File: src/core/fwm_defs.svh
// fwm_defs.svh: addresses, field positions, reset values and trigger codes of the sfr bank
// assumes: included by bare name by the package; the bank module uses its macros without including it
`ifndef FWM_DEFS_SVH
`define FWM_DEFS_SVH

// special function addresses
`define FWM_ADDR_ERASE_TRIG 8'h94
`define FWM_ADDR_EE_BYTE 8'h9e
`define FWM_ADDR_EE_CMD 8'h9f
`define FWM_ADDR_FLASH_CTRL 8'hb2
`define FWM_ADDR_PAGE_SEL 8'hb7
`define FWM_ADDR_WDI_FLAGS 8'he8
`define FWM_ADDR_IRQ_LEVELS 8'hf8

// erase trigger codes
`define FWM_TRIG_PAGE 8'h55
`define FWM_TRIG_MASS 8'haa

// flash control field positions
`define FWM_BIT_PWE 0
`define FWM_BIT_MEEN 1
`define FWM_BIT_READ_PROTECTION 6
`define FWM_BIT_PREBOOT 7

// multi-purpose flag field positions
`define FWM_BIT_XFER_FLAG 0
`define FWM_BIT_SEC_FLAG 1
`define FWM_BIT_WD_RESTART 7

// reset values
`define FWM_RST_ERASE_TRIG 8'h00
`define FWM_RST_PAGE_SEL 7'h00
`define FWM_RST_EE_BYTE 8'h00
`define FWM_RST_EE_CMD 8'h00

`endif

File: src/core/fwm_pkg.sv
// fwm_pkg.sv: types shared by the sfr bank files
// assumes: fwm_defs.svh on the include path
`include "fwm_defs.svh"
package fwm_pkg;
  // erase request state, one-hot
  typedef enum logic [2:0] {
    FWM_ER_IDLE = 3'b001,
    FWM_ER_PAGE = 3'b010,
    FWM_ER_MASS = 3'b100
  } fwm_erase_t;
endpackage : fwm_pkg

File: src/core/fwm_sfr_bank.sv
// fwm_sfr_bank.sv: device sfr bank for flash erase/write control, eeprom launch, flags, watchdog restart
// assumes: mpu sfr port with one-cycle wr/rd strobes on sys_clk_i; event inputs from same clock
//
// Overview of operation
// - writing 0x55 to erase trigger starts one page erase of selected page, if page select written since last page erase
// - writing 0xaa starts mass erase if mass enable set and debug port on
// - any other trigger value is ignored, no erase starts
// - erase trigger lives at 0x94, write-only, resets to zero
// - page select at 0xb7 is read/write, holds page 0..127, resets zero
// - writing command register 0x9f launches eeprom transfer of byte at 0x9e
// - program write enable set steers data-pointer writes into flash at pointer
// - program write enable clears itself after each flash byte written
// - program write enable writes blocked while interrupts globally enabled
// - mass erase enable is write-only, default off, consumed by each mass erase
// - read protection bit set-only, cleared only by reset, blocks external reads
// - bit 7 of flash control reads one while preboot runs
// - transfer flag set by hardware on transfer-busy event, held until cleared
// - second flag set by hardware on one-second event, held until cleared
// - writing one to bit 7 of flag register restarts watchdog, write-only
// - 0xf8 reads live external interrupt input levels zero through six
`timescale 1ns/1ps
module fwm_sfr_bank
  import fwm_pkg::*;
#(
  parameter int IRQ_W = 7
) (
  input wire logic sys_clk_i,
  input wire logic nrst_i,
  input wire logic [7:0] sfr_addr_i,
  input wire logic [7:0] sfr_wdata_i,
  input wire logic sfr_wr_i,
  input wire logic sfr_rd_i,
  output logic [7:0] sfr_rdata_o,
  input wire logic global_irq_en_i,
  input wire logic debug_port_en_i,
  input wire logic preboot_active_i,
  input wire logic flash_byte_done_i,
  input wire logic transfer_busy_event_i,
  input wire logic one_second_event_i,
  input wire logic [IRQ_W-1:0] ext_irq_inputs_i,
  output logic page_erase_start_o,
  output logic mass_erase_start_o,
  output logic [6:0] erase_page_o,
  output logic program_write_enable_o,
  output logic read_protection_o,
  output logic [7:0] serial_eeprom_byte_o,
  output logic [7:0] serial_eeprom_command_o,
  output logic eeprom_launch_o,
  output logic watchdog_restart_o,
  output logic transfer_done_flag_o,
  output logic second_tick_flag_o
);
  logic [IRQ_W-1:0] irq_sync;
  logic [7:0] trig_ff, nxt_trig;
  logic [6:0] page_ff, nxt_page;
  logic page_armed_ff, nxt_page_armed;
  logic pwe_ff, nxt_pwe;
  logic meen_ff, nxt_meen;
  logic read_protection_ff, nxt_read_protection;
  logic [7:0] ee_byte_ff, nxt_ee_byte;
  logic [7:0] ee_cmd_ff, nxt_ee_cmd;
  logic launch_ff, nxt_launch;
  logic xfer_flag_ff, nxt_xfer_flag;
  logic sec_flag_ff, nxt_sec_flag;
  logic wd_ff, nxt_wd;
  logic [7:0] rdata_ff, nxt_rdata;
  fwm_erase_t er_ff, nxt_er;

  // write decode for one address
  function automatic logic wr_hit(input logic [7:0] a, input logic [7:0] target, input logic wr);
    wr_hit = wr && (a == target);
  endfunction : wr_hit

  // external interrupt pins come from outside the clock domain
  fwm_sync #(.W(IRQ_W)) u_irq_sync (
    .sys_clk_i(sys_clk_i),
    .nrst_i(nrst_i),
    .async_i(ext_irq_inputs_i),
    .sync_o(irq_sync)
  );

  // flash control, erase and eeprom next state
  always_comb
  begin
    nxt_trig = trig_ff;
    nxt_page = page_ff;
    nxt_page_armed = page_armed_ff;
    nxt_pwe = pwe_ff;
    nxt_meen = meen_ff;
    nxt_read_protection = read_protection_ff;
    nxt_ee_byte = ee_byte_ff;
    nxt_ee_cmd = ee_cmd_ff;
    nxt_launch = 1'b0;
    nxt_er = FWM_ER_IDLE;
    if (wr_hit(sfr_addr_i, `FWM_ADDR_PAGE_SEL, sfr_wr_i))
    begin
      nxt_page = sfr_wdata_i[6:0];
      nxt_page_armed = 1'b1;
    end
    if (wr_hit(sfr_addr_i, `FWM_ADDR_FLASH_CTRL, sfr_wr_i))
    begin
      if (!global_irq_en_i)
        nxt_pwe = sfr_wdata_i[`FWM_BIT_PWE];
      nxt_meen = sfr_wdata_i[`FWM_BIT_MEEN];
      nxt_read_protection = read_protection_ff | sfr_wdata_i[`FWM_BIT_READ_PROTECTION];
    end
    if (flash_byte_done_i && pwe_ff)
      nxt_pwe = 1'b0;
    if (wr_hit(sfr_addr_i, `FWM_ADDR_ERASE_TRIG, sfr_wr_i))
    begin
      nxt_trig = sfr_wdata_i;
      if (sfr_wdata_i == `FWM_TRIG_PAGE && page_armed_ff)
      begin
        nxt_er = FWM_ER_PAGE;
        nxt_page_armed = 1'b0;
      end
      else if (sfr_wdata_i == `FWM_TRIG_MASS && meen_ff && debug_port_en_i)
      begin
        nxt_er = FWM_ER_MASS;
        nxt_meen = 1'b0;
      end
    end
    if (wr_hit(sfr_addr_i, `FWM_ADDR_EE_BYTE, sfr_wr_i))
      nxt_ee_byte = sfr_wdata_i;
    if (wr_hit(sfr_addr_i, `FWM_ADDR_EE_CMD, sfr_wr_i))
    begin
      nxt_ee_cmd = sfr_wdata_i;
      nxt_launch = 1'b1;
    end
  end

  // multi-purpose flag next state
  always_comb
  begin
    nxt_xfer_flag = xfer_flag_ff;
    nxt_sec_flag = sec_flag_ff;
    nxt_wd = 1'b0; // restart is a one-cycle pulse, only this process drives it
    if (wr_hit(sfr_addr_i, `FWM_ADDR_WDI_FLAGS, sfr_wr_i))
    begin
      nxt_xfer_flag = xfer_flag_ff & sfr_wdata_i[`FWM_BIT_XFER_FLAG];
      nxt_sec_flag = sec_flag_ff & sfr_wdata_i[`FWM_BIT_SEC_FLAG];
      nxt_wd = sfr_wdata_i[`FWM_BIT_WD_RESTART];
    end
    if (transfer_busy_event_i)
      nxt_xfer_flag = 1'b1;
    if (one_second_event_i)
      nxt_sec_flag = 1'b1;
  end

  // read mux, registered
  always_comb
  begin
    nxt_rdata = rdata_ff;
    if (sfr_rd_i)
    begin
      unique case (sfr_addr_i)
        `FWM_ADDR_PAGE_SEL: nxt_rdata = {1'b0, page_ff};
        `FWM_ADDR_EE_BYTE: nxt_rdata = ee_byte_ff;
        `FWM_ADDR_EE_CMD: nxt_rdata = ee_cmd_ff;
        `FWM_ADDR_FLASH_CTRL: nxt_rdata = {preboot_active_i, read_protection_ff, 5'h00, pwe_ff};
        `FWM_ADDR_WDI_FLAGS: nxt_rdata = {6'h00, sec_flag_ff, xfer_flag_ff};
        `FWM_ADDR_IRQ_LEVELS: nxt_rdata = {{(8-IRQ_W){1'b0}}, irq_sync};
        default: nxt_rdata = 8'h00; // write-only and unmapped read zero
      endcase
    end
  end

  // state registers
  always_ff @(posedge sys_clk_i or negedge nrst_i)
  begin
    if (!nrst_i)
    begin
      trig_ff <= `FWM_RST_ERASE_TRIG;
      page_ff <= `FWM_RST_PAGE_SEL;
      page_armed_ff <= 1'b0;
      pwe_ff <= 1'b0;
      meen_ff <= 1'b0;
      read_protection_ff <= 1'b0;
      ee_byte_ff <= `FWM_RST_EE_BYTE;
      ee_cmd_ff <= `FWM_RST_EE_CMD;
      launch_ff <= 1'b0;
      xfer_flag_ff <= 1'b0;
      sec_flag_ff <= 1'b0;
      wd_ff <= 1'b0;
      rdata_ff <= 8'h00;
      er_ff <= FWM_ER_IDLE;
    end
    else
    begin
      trig_ff <= nxt_trig;
      page_ff <= nxt_page;
      page_armed_ff <= nxt_page_armed;
      pwe_ff <= nxt_pwe;
      meen_ff <= nxt_meen;
      read_protection_ff <= nxt_read_protection;
      ee_byte_ff <= nxt_ee_byte;
      ee_cmd_ff <= nxt_ee_cmd;
      launch_ff <= nxt_launch;
      xfer_flag_ff <= nxt_xfer_flag;
      sec_flag_ff <= nxt_sec_flag;
      wd_ff <= nxt_wd;
      rdata_ff <= nxt_rdata;
      er_ff <= nxt_er;
    end
  end

  // outputs straight from flops
  assign sfr_rdata_o = rdata_ff;
  assign page_erase_start_o = (er_ff == FWM_ER_PAGE);
  assign mass_erase_start_o = (er_ff == FWM_ER_MASS);
  assign erase_page_o = page_ff;
  assign program_write_enable_o = pwe_ff;
  assign read_protection_o = read_protection_ff;
  assign serial_eeprom_byte_o = ee_byte_ff;
  assign serial_eeprom_command_o = ee_cmd_ff;
  assign eeprom_launch_o = launch_ff;
  assign watchdog_restart_o = wd_ff;
  assign transfer_done_flag_o = xfer_flag_ff;
  assign second_tick_flag_o = sec_flag_ff;

  property p_page_erase;
    @(posedge sys_clk_i) disable iff (!nrst_i)
    (sfr_wr_i && sfr_addr_i == 8'h94 && sfr_wdata_i == 8'h55 && page_armed_ff) |=> page_erase_start_o;
  endproperty
  a_page_erase: assert property (p_page_erase) else $error("page erase not started");

  property p_mass_erase;
    @(posedge sys_clk_i) disable iff (!nrst_i)
    mass_erase_start_o |-> $past(sfr_wr_i) && ($past(sfr_addr_i) == 8'h94) && $past(meen_ff)
      && $past(debug_port_en_i) && ($past(sfr_wdata_i) == 8'haa);
  endproperty
  a_mass_erase: assert property (p_mass_erase) else $error("mass erase without its conditions");

  property p_other_ignored;
    @(posedge sys_clk_i) disable iff (!nrst_i)
    (sfr_wr_i && sfr_addr_i == 8'h94 && sfr_wdata_i != 8'h55 && sfr_wdata_i != 8'haa)
      |=> !page_erase_start_o && !mass_erase_start_o;
  endproperty
  a_other_ignored: assert property (p_other_ignored) else $error("erase from unknown pattern");

  property p_stale_page;
    @(posedge sys_clk_i) disable iff (!nrst_i)
    page_erase_start_o |-> !page_armed_ff;
  endproperty
  a_stale_page: assert property (p_stale_page) else $error("page select not consumed");

  property p_launch;
    @(posedge sys_clk_i) disable iff (!nrst_i)
    (sfr_wr_i && sfr_addr_i == 8'h9f) |=> eeprom_launch_o && serial_eeprom_command_o == $past(sfr_wdata_i);
  endproperty
  a_launch: assert property (p_launch) else $error("eeprom launch missing");

  property p_pwe_clear;
    @(posedge sys_clk_i) disable iff (!nrst_i)
    (flash_byte_done_i && pwe_ff) |=> !program_write_enable_o;
  endproperty
  a_pwe_clear: assert property (p_pwe_clear) else $error("pwe not self cleared");

  property p_pwe_block;
    @(posedge sys_clk_i) disable iff (!nrst_i)
    (global_irq_en_i && !flash_byte_done_i) |=> $stable(program_write_enable_o);
  endproperty
  a_pwe_block: assert property (p_pwe_block) else $error("pwe changed with irqs on");

  property p_read_protection_sticky;
    @(posedge sys_clk_i) disable iff (!nrst_i)
    read_protection_o |=> read_protection_o;
  endproperty
  a_read_protection_sticky: assert property (p_read_protection_sticky) else $error("protection cleared");

  property p_xfer_flag;
    @(posedge sys_clk_i) disable iff (!nrst_i)
    transfer_busy_event_i |=> transfer_done_flag_o;
  endproperty
  a_xfer_flag: assert property (p_xfer_flag) else $error("transfer flag not set");

  property p_sec_flag;
    @(posedge sys_clk_i) disable iff (!nrst_i)
    (second_tick_flag_o && !(sfr_wr_i && sfr_addr_i == 8'he8 && !sfr_wdata_i[1])) |=> second_tick_flag_o;
  endproperty
  a_sec_flag: assert property (p_sec_flag) else $error("second flag lost");

  property p_wd;
    @(posedge sys_clk_i) disable iff (!nrst_i)
    (sfr_wr_i && sfr_addr_i == 8'he8 && sfr_wdata_i[7]) |=> watchdog_restart_o
      ##1 (watchdog_restart_o == $past(sfr_wr_i && sfr_addr_i == 8'he8 && sfr_wdata_i[7]));
  endproperty
  a_wd: assert property (p_wd) else $error("watchdog restart pulse wrong");
endmodule : fwm_sfr_bank

File: src/core/fwm_sync.sv
// fwm_sync.sv: two-flop synchroniser for a vector of pin levels
// assumes: destination clock is sys_clk_i, async active-low reset
`timescale 1ns/1ps
module fwm_sync #(
  parameter int W = 7
) (
  input wire logic sys_clk_i,
  input wire logic nrst_i,
  input wire logic [W-1:0] async_i,
  output logic [W-1:0] sync_o
);
  logic [W-1:0] meta_ff;
  logic [W-1:0] sync_ff;
  logic [W-1:0] nxt_meta;
  logic [W-1:0] nxt_sync;

  // first stage feeds only the second
  always_comb
  begin
    nxt_meta = async_i;
    nxt_sync = meta_ff;
  end

  always_ff @(posedge sys_clk_i or negedge nrst_i)
  begin
    if (!nrst_i)
    begin
      meta_ff <= '0;
      sync_ff <= '0;
    end
    else
    begin
      meta_ff <= nxt_meta;
      sync_ff <= nxt_sync;
    end
  end

  assign sync_o = sync_ff;
endmodule : fwm_sync
File: config.mk
export PLATFORM = sky130hd
export DESIGN_NAME = fwm_sfr_bank
export DESIGN_NICKNAME = d
export VERILOG_FILES = /design/src/core/fwm_pkg.sv /design/src/core/fwm_sfr_bank.sv /design/src/core/fwm_sync.sv
export VERILOG_INCLUDE_DIRS = /design/src /design/src/core
export SDC_FILE = /design/constraint.sdc
export NUM_CORES = 1
export LEC_CHECK = 0
export BUFFER_PORTS_ARGS = -buffer_cell sky130_fd_sc_hd__buf_2
export CAP_MARGIN = 40
export CORE_MARGIN = 2
export CORE_UTILIZATION = 43
export CTS_CLUSTER_SIZE = 40
export DETAILED_ROUTE_END_ITERATION = 12
export PLACE_DENSITY = 0.65
export SYNTH_ARGS = -nofsm -noshare
export SYNTH_HDL_FRONTEND = slang
export SYNTH_HIERARCHICAL = 1
export SYNTH_SLANG_ARGS = --single-unit
export TNS_END_PERCENT = 1
File: constraint.sdc
create_clock -name sys_clk_i -period 1.52 [get_ports sys_clk_i]
set_clock_uncertainty 0.05 [all_clocks]
set_input_delay 0.152 -clock sys_clk_i [delete_from_list [all_inputs] [get_ports sys_clk_i]]
set_output_delay 0.152 -clock sys_clk_i [all_outputs]
set_load 0.1 [all_outputs]
==> key figures, run 1 <==
Outcome
  – Status: completed

Placed design
  – Gpl congestion: 0.830
  – Number of I/O port buffers: 71
  – Dpl hpwl: 4270 µm
  – Area after DPL: 2980 µm²

Global routing
  – Largest net degree at the start of global routing: 57
  – Global-route wire length before repair: 9470 µm
  – Initial antenna violation count: 0
  – Total global routing overflow: 0
  – Vias in the first global route: 1840
  – Total track usage: 20.5%

Power and ir drop
  – Tot Pwr: 3140 µW
  – Leakage dissipation: 0.00165 µW
  – Power Dens Cells: 981 nW/µm²
  – Psw: 942 µW
  – Comb pwr share: 17.7%
  – Maximum VDD drop: 599 µV
  – Internal: 2190 µW
  – Sequential power share: 50.4%
  – Clock power frac: 32.0%
  – Switch share: 30.0%

Drt
  – Wire length on met3: 283 µm
  – Routed len/inst: 16.4 µm
  – Post-Route WL: 5720 µm
  – Vias/cell: 5.11
  – Metal2 WL: 2620 µm
  – Top Metal Used: met4
  – WL met1: 2750 µm
  – Initial DRT Pass Iterations: 4
  – Final antenna-violating net count: 0
  – Post-route DRC: 0
  – DR iter-0 viols: 52
  – Vias: 1778

Cells and area
  – Final layout net count: 310
  – N_diodes: 0
  – Share of layout cells above drive strength 1: 52.5%
  – Finished Cell Area: 3200 µm²
  – Fill cells: 407
  – Area Growth Syn to Fin: 36.3%
  – Reg area: 1400 µm²
  – Multi-input logic area: 910 µm²
  – Core Util, Final: 61.8%

Floorplan
  – Starting Density: 45.4%
  – Chip height: 77.9 µm
  – Die area: 6060 µm²
  – CORE AREA: 5170 µm²
  – Row cnt: 26
  – IO Count: 72
  – Die Wd: 77.9 µm

Yosys
  – Post-synthesis sequential area ratio: 59.8%
  – Yosys top cell area share: 58.7%
  – Flops & latches, synth: 56
  – Post-Syn Area per Cell: 13.7 µm²
  – Post-Syn Instances: 171
  – Syn Nets: 204
  – Ys Warns: 6
  – Post-Syn Area: 2350 µm²
  – Post-synth cell types: 42
  – Synth top area cells: dfrtp_1 59%, mux2_2 16%, mux2i_1 3.0%, nor4bb_1 1.3%, nor2_1 1.3%
  – Cell accounting for the most synthesized area: dfrtp_1

Clock network
  – Root Driver: clkbuf_8
  – Clock Latency Late Sink: 0.32 ns
  – H-tree levels: 2
  – Clk pin slew, worst setup/hold paths: 0.10 ns
  – Clk sinks: 56
  – CTS tree: done
  – CTS buffer count: 5
  – Max Buffers Root-to-Sink: 2
  – Number of setup buffers added after CTS: 0

Setup path
  – Worst Setup SP: er_ff[0]$_DFF_PN1_
  – Worst R2R Start: erase_page_o[6]$_DFFE_PN0P_
  – CP required: 1.32 ns
  – Worst Setup End Kind: primary output
  – Worst-path fanout max: 2
  – Worst Path Arrival: 1.19 ns
  – Critical setup path kind: flop to primary output
  – R2R depth: 4
  – Worst setup SP type: flop

Timing
  – Peak Freq: 0.716 GHz
  – Tcrit/Tclk final: 91.8%
  – Final hold vios: 0
  – Slew HR: 67.0%
  – Final Setup Violations: 0
  – Final TNS setup: 0 ns
  – Worst Max-Slew Pin Slew: 0.498 ns
  – Max-slew violation count: 0
  – Min Tclk post-route: 1.40 ns
  – Unrepaired setup endpoints after global routing: false

Min path
  – Hold WC Path Type: input pin to flop
  – Worst hold stages: 3
  – Worst hold start: flash_byte_done_i

Job
  – Number of max-cap violations: 0
cell families (layout without fill, tap and decap cells):
kind of cell    Yosys count  count (layout)  share of synthesized area [%]
simple gates             47              47                           13.8
flops                    56              56                           59.8
buf+inv                  11             118                           1.87
mux                      40              40                           18.8
compound gates           17              17                           5.76
power groups by stage:
| stage | Clock (µW) | Sequential (µW) | Combinational, µW |
|---|---|---|---|
| global placement | 0 | 1610 | 534 |
| global route | 1080 | 1590 | 582 |
| floorplan | 0 | 1870 | 92.5 |
| CTS | 1020 | 1580 | 558 |
| finish | 1000 | 1580 | 554 |
| detailed placement | 0 | 1610 | 538 |
synth_stat cells:
| master | n |
|---|---|
| and3_1 | 3 |
| and3_2 | 1 |
| and4b_1 | 1 |
| o21ai_0 | 2 |
| and4b_2 | 1 |
| o311a_1 | 1 |
| nor3b_1 | 4 |
| nor3_1 | 3 |
| a41oi_1 | 1 |
| mux2_2 | 33 |
| o221ai_1 | 1 |
| dfrtp_1 | 55 |
| a222oi_1 | 2 |
| buf_1 | 1 |
| nand2_2 | 1 |
| a31o_2 | 1 |
| dfstp_2 | 1 |
| o21bai_1 | 1 |
| nand3_2 | 1 |
| and2b_1 | 1 |
| nand3_1 | 4 |
| clkbuf_1 | 2 |
| nand2_1 | 3 |
| mux2i_1 | 7 |
| nand3b_1 | 1 |
| nand4b_1 | 2 |
| inv_1 | 6 |
| a221o_1 | 2 |
| nor4bb_1 | 3 |
| nand2b_1 | 2 |
| nand4_1 | 3 |
| nor3b_4 | 1 |
| or2_4 | 1 |
| a22oi_1 | 1 |
| a32oi_1 | 1 |
| nor4b_1 | 1 |
| a21oi_1 | 2 |
| o211ai_1 | 2 |
| nand4bb_2 | 1 |
| and2_1 | 1 |
| nor2_1 | 8 |
| buf_2 | 2 |
worst paths after layout:
kind,end,slack [ns]
worst max-delay path,page_erase_start_o,0.12
worst min-delay path,program_write_enable_o$_DFFE_PN0P_,0.05
worst max register to register,sfr_rdata_o[6]$_DFFE_PN0P_,0.19
worst min register to register,u_irq_sync/sync_o[0]$_DFF_PN0_,0.30
max in group asynchronous,er_ff[0]$_DFF_PN1_,0.82
min in group asynchronous,u_irq_sync/sync_o[6]$_DFF_PN0_,0.29
repair_timing:
item                       4_1_cts  5_1_grt
setup endpoints to repair        1        0
hold endpoints to repair        64        0
resized for setup                1        0
hold buffers                    10        0
cell usage in the layout (no fill, tap or decap), types with 2 or more instances in the layout:
cell type,instances
mux2i_1,7
nand3_1,4
buf_12,2
o21ai_0,2
inv_1,6
a21oi_1,2
nor2_1,8
dfrtp_1,55
clkinv_4,2
a221o_1,2
nor3_1,3
nor3b_2,2
nand2_1,3
nor3b_1,2
a222oi_1,2
buf_4,23
nand2b_1,2
nand4_1,3
nor4bb_1,3
mux2_2,33
dlygate4sd3_1,10
and3_1,3
clkbuf_8,5
nand4b_1,2
o211ai_1,2
buf_2,69
stage by stage:
| step | hold slack [ns] | worst slack [ns] | cells |
|---|---|---|---|
| global route | 0.0629 | 0.0771 | 348 |
| detailed placement | 0.121 | -0.158 | 330 |
| CTS | 0.0437 | 0.119 | 348 |
| finish | 0.0533 | 0.124 | 348 |
| floorplan | -0.194 | -0.272 | 171 |
| global placement | 0.124 | -0.130 | 330 |
sequential cells by signal, summed over array words and instances (netlist names):
name and cells:
watchdog_restart_o 1, program_write_enable_o 1, erase_page_o 7, second_tick_flag_o 1, serial_eeprom_byte_o 8, read_protection_o 1, eeprom_launch_o 1, sfr_rdata_o 8
transfer_done_flag_o 1, u_irq_sync/meta_ff 7, er_ff 3, page_armed_ff 1, meen_ff 1, serial_eeprom_command_o 8, u_irq_sync/sync_o 7
metal layers:
metal,vias up,track usage (%)
li1,849,-
met1,874,29.3
met2,48,31.3
met3,7,4.53
met4,0,6.07
met5,-,0
critical path: stages (launching register included):
cell and delay (ns):
dfstp_2 0.39, nor3b_2 0.18, buf_4 0.31
layout make-up:
type / count / share of cell area (%)
Sequential cell: 56 / 43.9
Multi-Input combinational cell: 104 / 28.5
Timing Repair Buffer: 104 / 20.6
Tap cell: 70 / 2.74
Clock buffer: 5 / 2.15
Clock inverter: 3 / 1.49
Inverter: 6 / 0.705
No activity file was read; power rests on OpenSTA's default activity.
==> inputs of run 2 (changes only) <==
- RECOVER_POWER: unset -> 25
==> key figures, run 2 (same netlist as run 1, synthesis figures left out) <==
Cells and area
  – Most common cell after layout, fill and taps aside: buf_2
  – Post-route insts no fill: 348 (unchanged)
  – Commonest non-fill, non-tap cells in the layout: 69 x buf_2, 55 x dfrtp_1, 33 x mux2_2, 23 x buf_4, 10 x dlygate4sd3_1
  – Core Util, Final: 61.6% (-0.24 points)
  – N_diodes: 0 (unchanged)
  – Share of layout cells above drive strength 1: 52.5% (unchanged)
  – Fill cells: 409 (+0.49%)
  – Final layout net count: 310 (unchanged)
  – Area Growth Syn to Fin: 35.7%

Timing
  – Hold Slack: 0.0533 ns (unchanged)
  – Unrepaired setup endpoints after global routing: false
  – Slew HR: 50.7% (-16 points)
  – Final hold vios: 0 (unchanged)
  – Worst Max-Slew Pin Slew: 0.739 ns (+0.241 ns)
  – Peak Freq: 0.716 GHz (unchanged)
  – Max-slew violation count: 0 (unchanged)
  – Min Tclk post-route: 1.40 ns (unchanged)
  – Final Setup Violations: 0 (unchanged)
  – Tcrit/Tclk final: 91.8% (unchanged)

Global routing
  – Initial antenna violation count: 0 (unchanged)
  – Vias in the first global route: 1840 (unchanged)
  – Total track usage: 20.5% (unchanged)
  – GR Util met2: 31.3% (unchanged)
  – Largest net degree at the start of global routing: 57 (unchanged)
  – Met1 Use GR: 29.3% (unchanged)
  – Gr busiest metal: met2
  – Total global routing overflow: 0 (unchanged)
  – Global-route wire length before repair: 9470 µm (unchanged)
  – Met3 Resource Use GR: 4.53% (unchanged)

Drt
  – Final antenna-violating net count: 0 (unchanged)
  – Vias: 1778 (unchanged)
  – Post-route DRC: 0 (unchanged)
  – Routed len/inst: 16.4 µm (about the same)
  – Vias/cell: 5.11 (unchanged)
  – Initial DRT Pass Iterations: 4 (unchanged)
  – DR iter-0 viols: 52 (unchanged)
  – Post-Route WL: 5710 µm (about the same)

Power and ir drop
  – Comb pwr share: 17.5% (-0.2 points)
  – Sequential power share: 50.4% (about the same)
  – Psw: 941 µW (about the same)
  – Switch share: 30.1% (about the same)
  – Clock power frac: 32.0% (about the same)
  – Maximum VDD drop: 599 µV (unchanged)
  – Internal: 2190 µW (-0.18%)
  – Tot Pwr: 3130 µW (-0.15%)
  – Leakage dissipation: 0.00164 µW (-0.29%)
  – Power Dens Cells: 983 nW/µm² (+0.24%)

Floorplan
  – CORE AREA: 5170 µm² (unchanged)
  – Chip height: 77.9 µm (unchanged)
  – Die Wd: 77.9 µm (unchanged)
  – Row cnt: 26 (unchanged)
  – Die area: 6060 µm² (unchanged)
  – Starting Density: 45.4% (unchanged)
  – IO Count: 72 (unchanged)

Setup path
  – Worst-path fanout max: 2 (unchanged)
  – CP required: 1.32 ns (about the same)
  – Worst Setup End Kind: primary output
  – Critical setup path kind: flop to primary output
  – Worst Path Arrival: 1.19 ns (about the same)
  – Worst setup SP type: flop

Clock network
  – Clock Latency Late Sink: 0.32 ns (about the same)
  – Clk sinks: 56 (unchanged)
  – Root Driver: clkbuf_8
  – H-tree levels: 2 (unchanged)
  – Clk pin slew, worst setup/hold paths: 0.10 ns (about the same)
  – Max Buffers Root-to-Sink: 2 (unchanged)
  – CTS buffer count: 5 (unchanged)
  – CTS tree: done

Job
  – Number of max-cap violations: 0 (unchanged)

Min path
  – Hold WC Path Type: input pin to flop

Placed design
  – Gpl congestion: 0.830 (unchanged)
  – Number of I/O port buffers: 71 (unchanged)
  – Inst Count DP: 330 (unchanged)
  – Dpl hpwl: 4270 µm (unchanged)

Outcome
  – Status: completed
## run 2: worst paths after layout
path                                                      start                                  end  slack (ns)  cells past startpoint
worst max-delay path                         er_ff[0]$_DFF_PN1_                   page_erase_start_o        0.12                      2
worst min-delay path                          flash_byte_done_i   program_write_enable_o$_DFFE_PN0P_        0.05                      3
worst max register to register      erase_page_o[6]$_DFFE_PN0P_           sfr_rdata_o[6]$_DFFE_PN0P_        0.19                      4
worst min register to register  u_irq_sync/meta_ff[0]$_DFF_PN0_       u_irq_sync/sync_o[0]$_DFF_PN0_        0.30                      0
max in group asynchronous                                nrst_i  serial_eeprom_byte_o[6]$_DFFE_PN0P_        0.45                      3
min in group asynchronous                                nrst_i       u_irq_sync/sync_o[6]$_DFF_PN0_        0.47                      3
## run 2: layout make-up
| type | instances | area, µm² | share of cell area [%] |
|---|---|---|---|
| clock inverter | 3 | 47.5 | 1.49 |
| tap | 70 | 87.6 | 2.75 |
| multi-input combinational | 104 | 910 | 28.6 |
| clock buffer | 5 | 68.8 | 2.16 |
| timing repair buffer | 104 | 646 | 20.3 |
| inverter | 6 | 22.5 | 0.707 |
| sequential | 56 | 1400 | 44.0 |
## run 2: power groups by stage
| stage | Combinational, µW | Sequential, µW | Clock, µW |
|---|---|---|---|
| 2_1_floorplan | 92.5 | 1870 | 0 |
| 3_3_place_gp | 534 | 1610 | 0 |
| 3_5_place_dp | 538 | 1610 | 0 |
| 4_1_cts | 558 | 1580 | 1020 |
| 5_1_grt | 577 | 1590 | 1080 |
| 6_report | 550 | 1580 | 1000 |
## run 2: stage by stage
stage	TNS, ns	area [µm²]	worst slack [ns]
6_report	0	3180	0.124
5_1_grt	0	3180	0.0771
4_1_cts	0	3200	0.119
3_5_place_dp	-2.81	2980	-0.158
3_3_place_gp	-2.22	2980	-0.130
2_1_floorplan	-2.37	2360	-0.272
## run 2: routing by layer
layer / vias up / part of all wire [%]
met4: 0 / 1.1
met5: - / 0
met3: 7 / 5.0
met2: 48 / 46
li1: 849 / -
met1: 874 / 48
## run 2: repair_timing
item | 4_1_cts | 5_1_grt
endpoints found under the setup margin | 1 | 0
hold buffers | 10 | 0
buffers inserted | 0 | 0
resized for setup | 1 | 0
endpoints found under the hold margin | 64 | 0
## run 2: critical path, cell delays in order, from the launching register on
cell and delay (ns):
dfstp_2 0.39, nor3b_2 0.18, buf_4 0.31
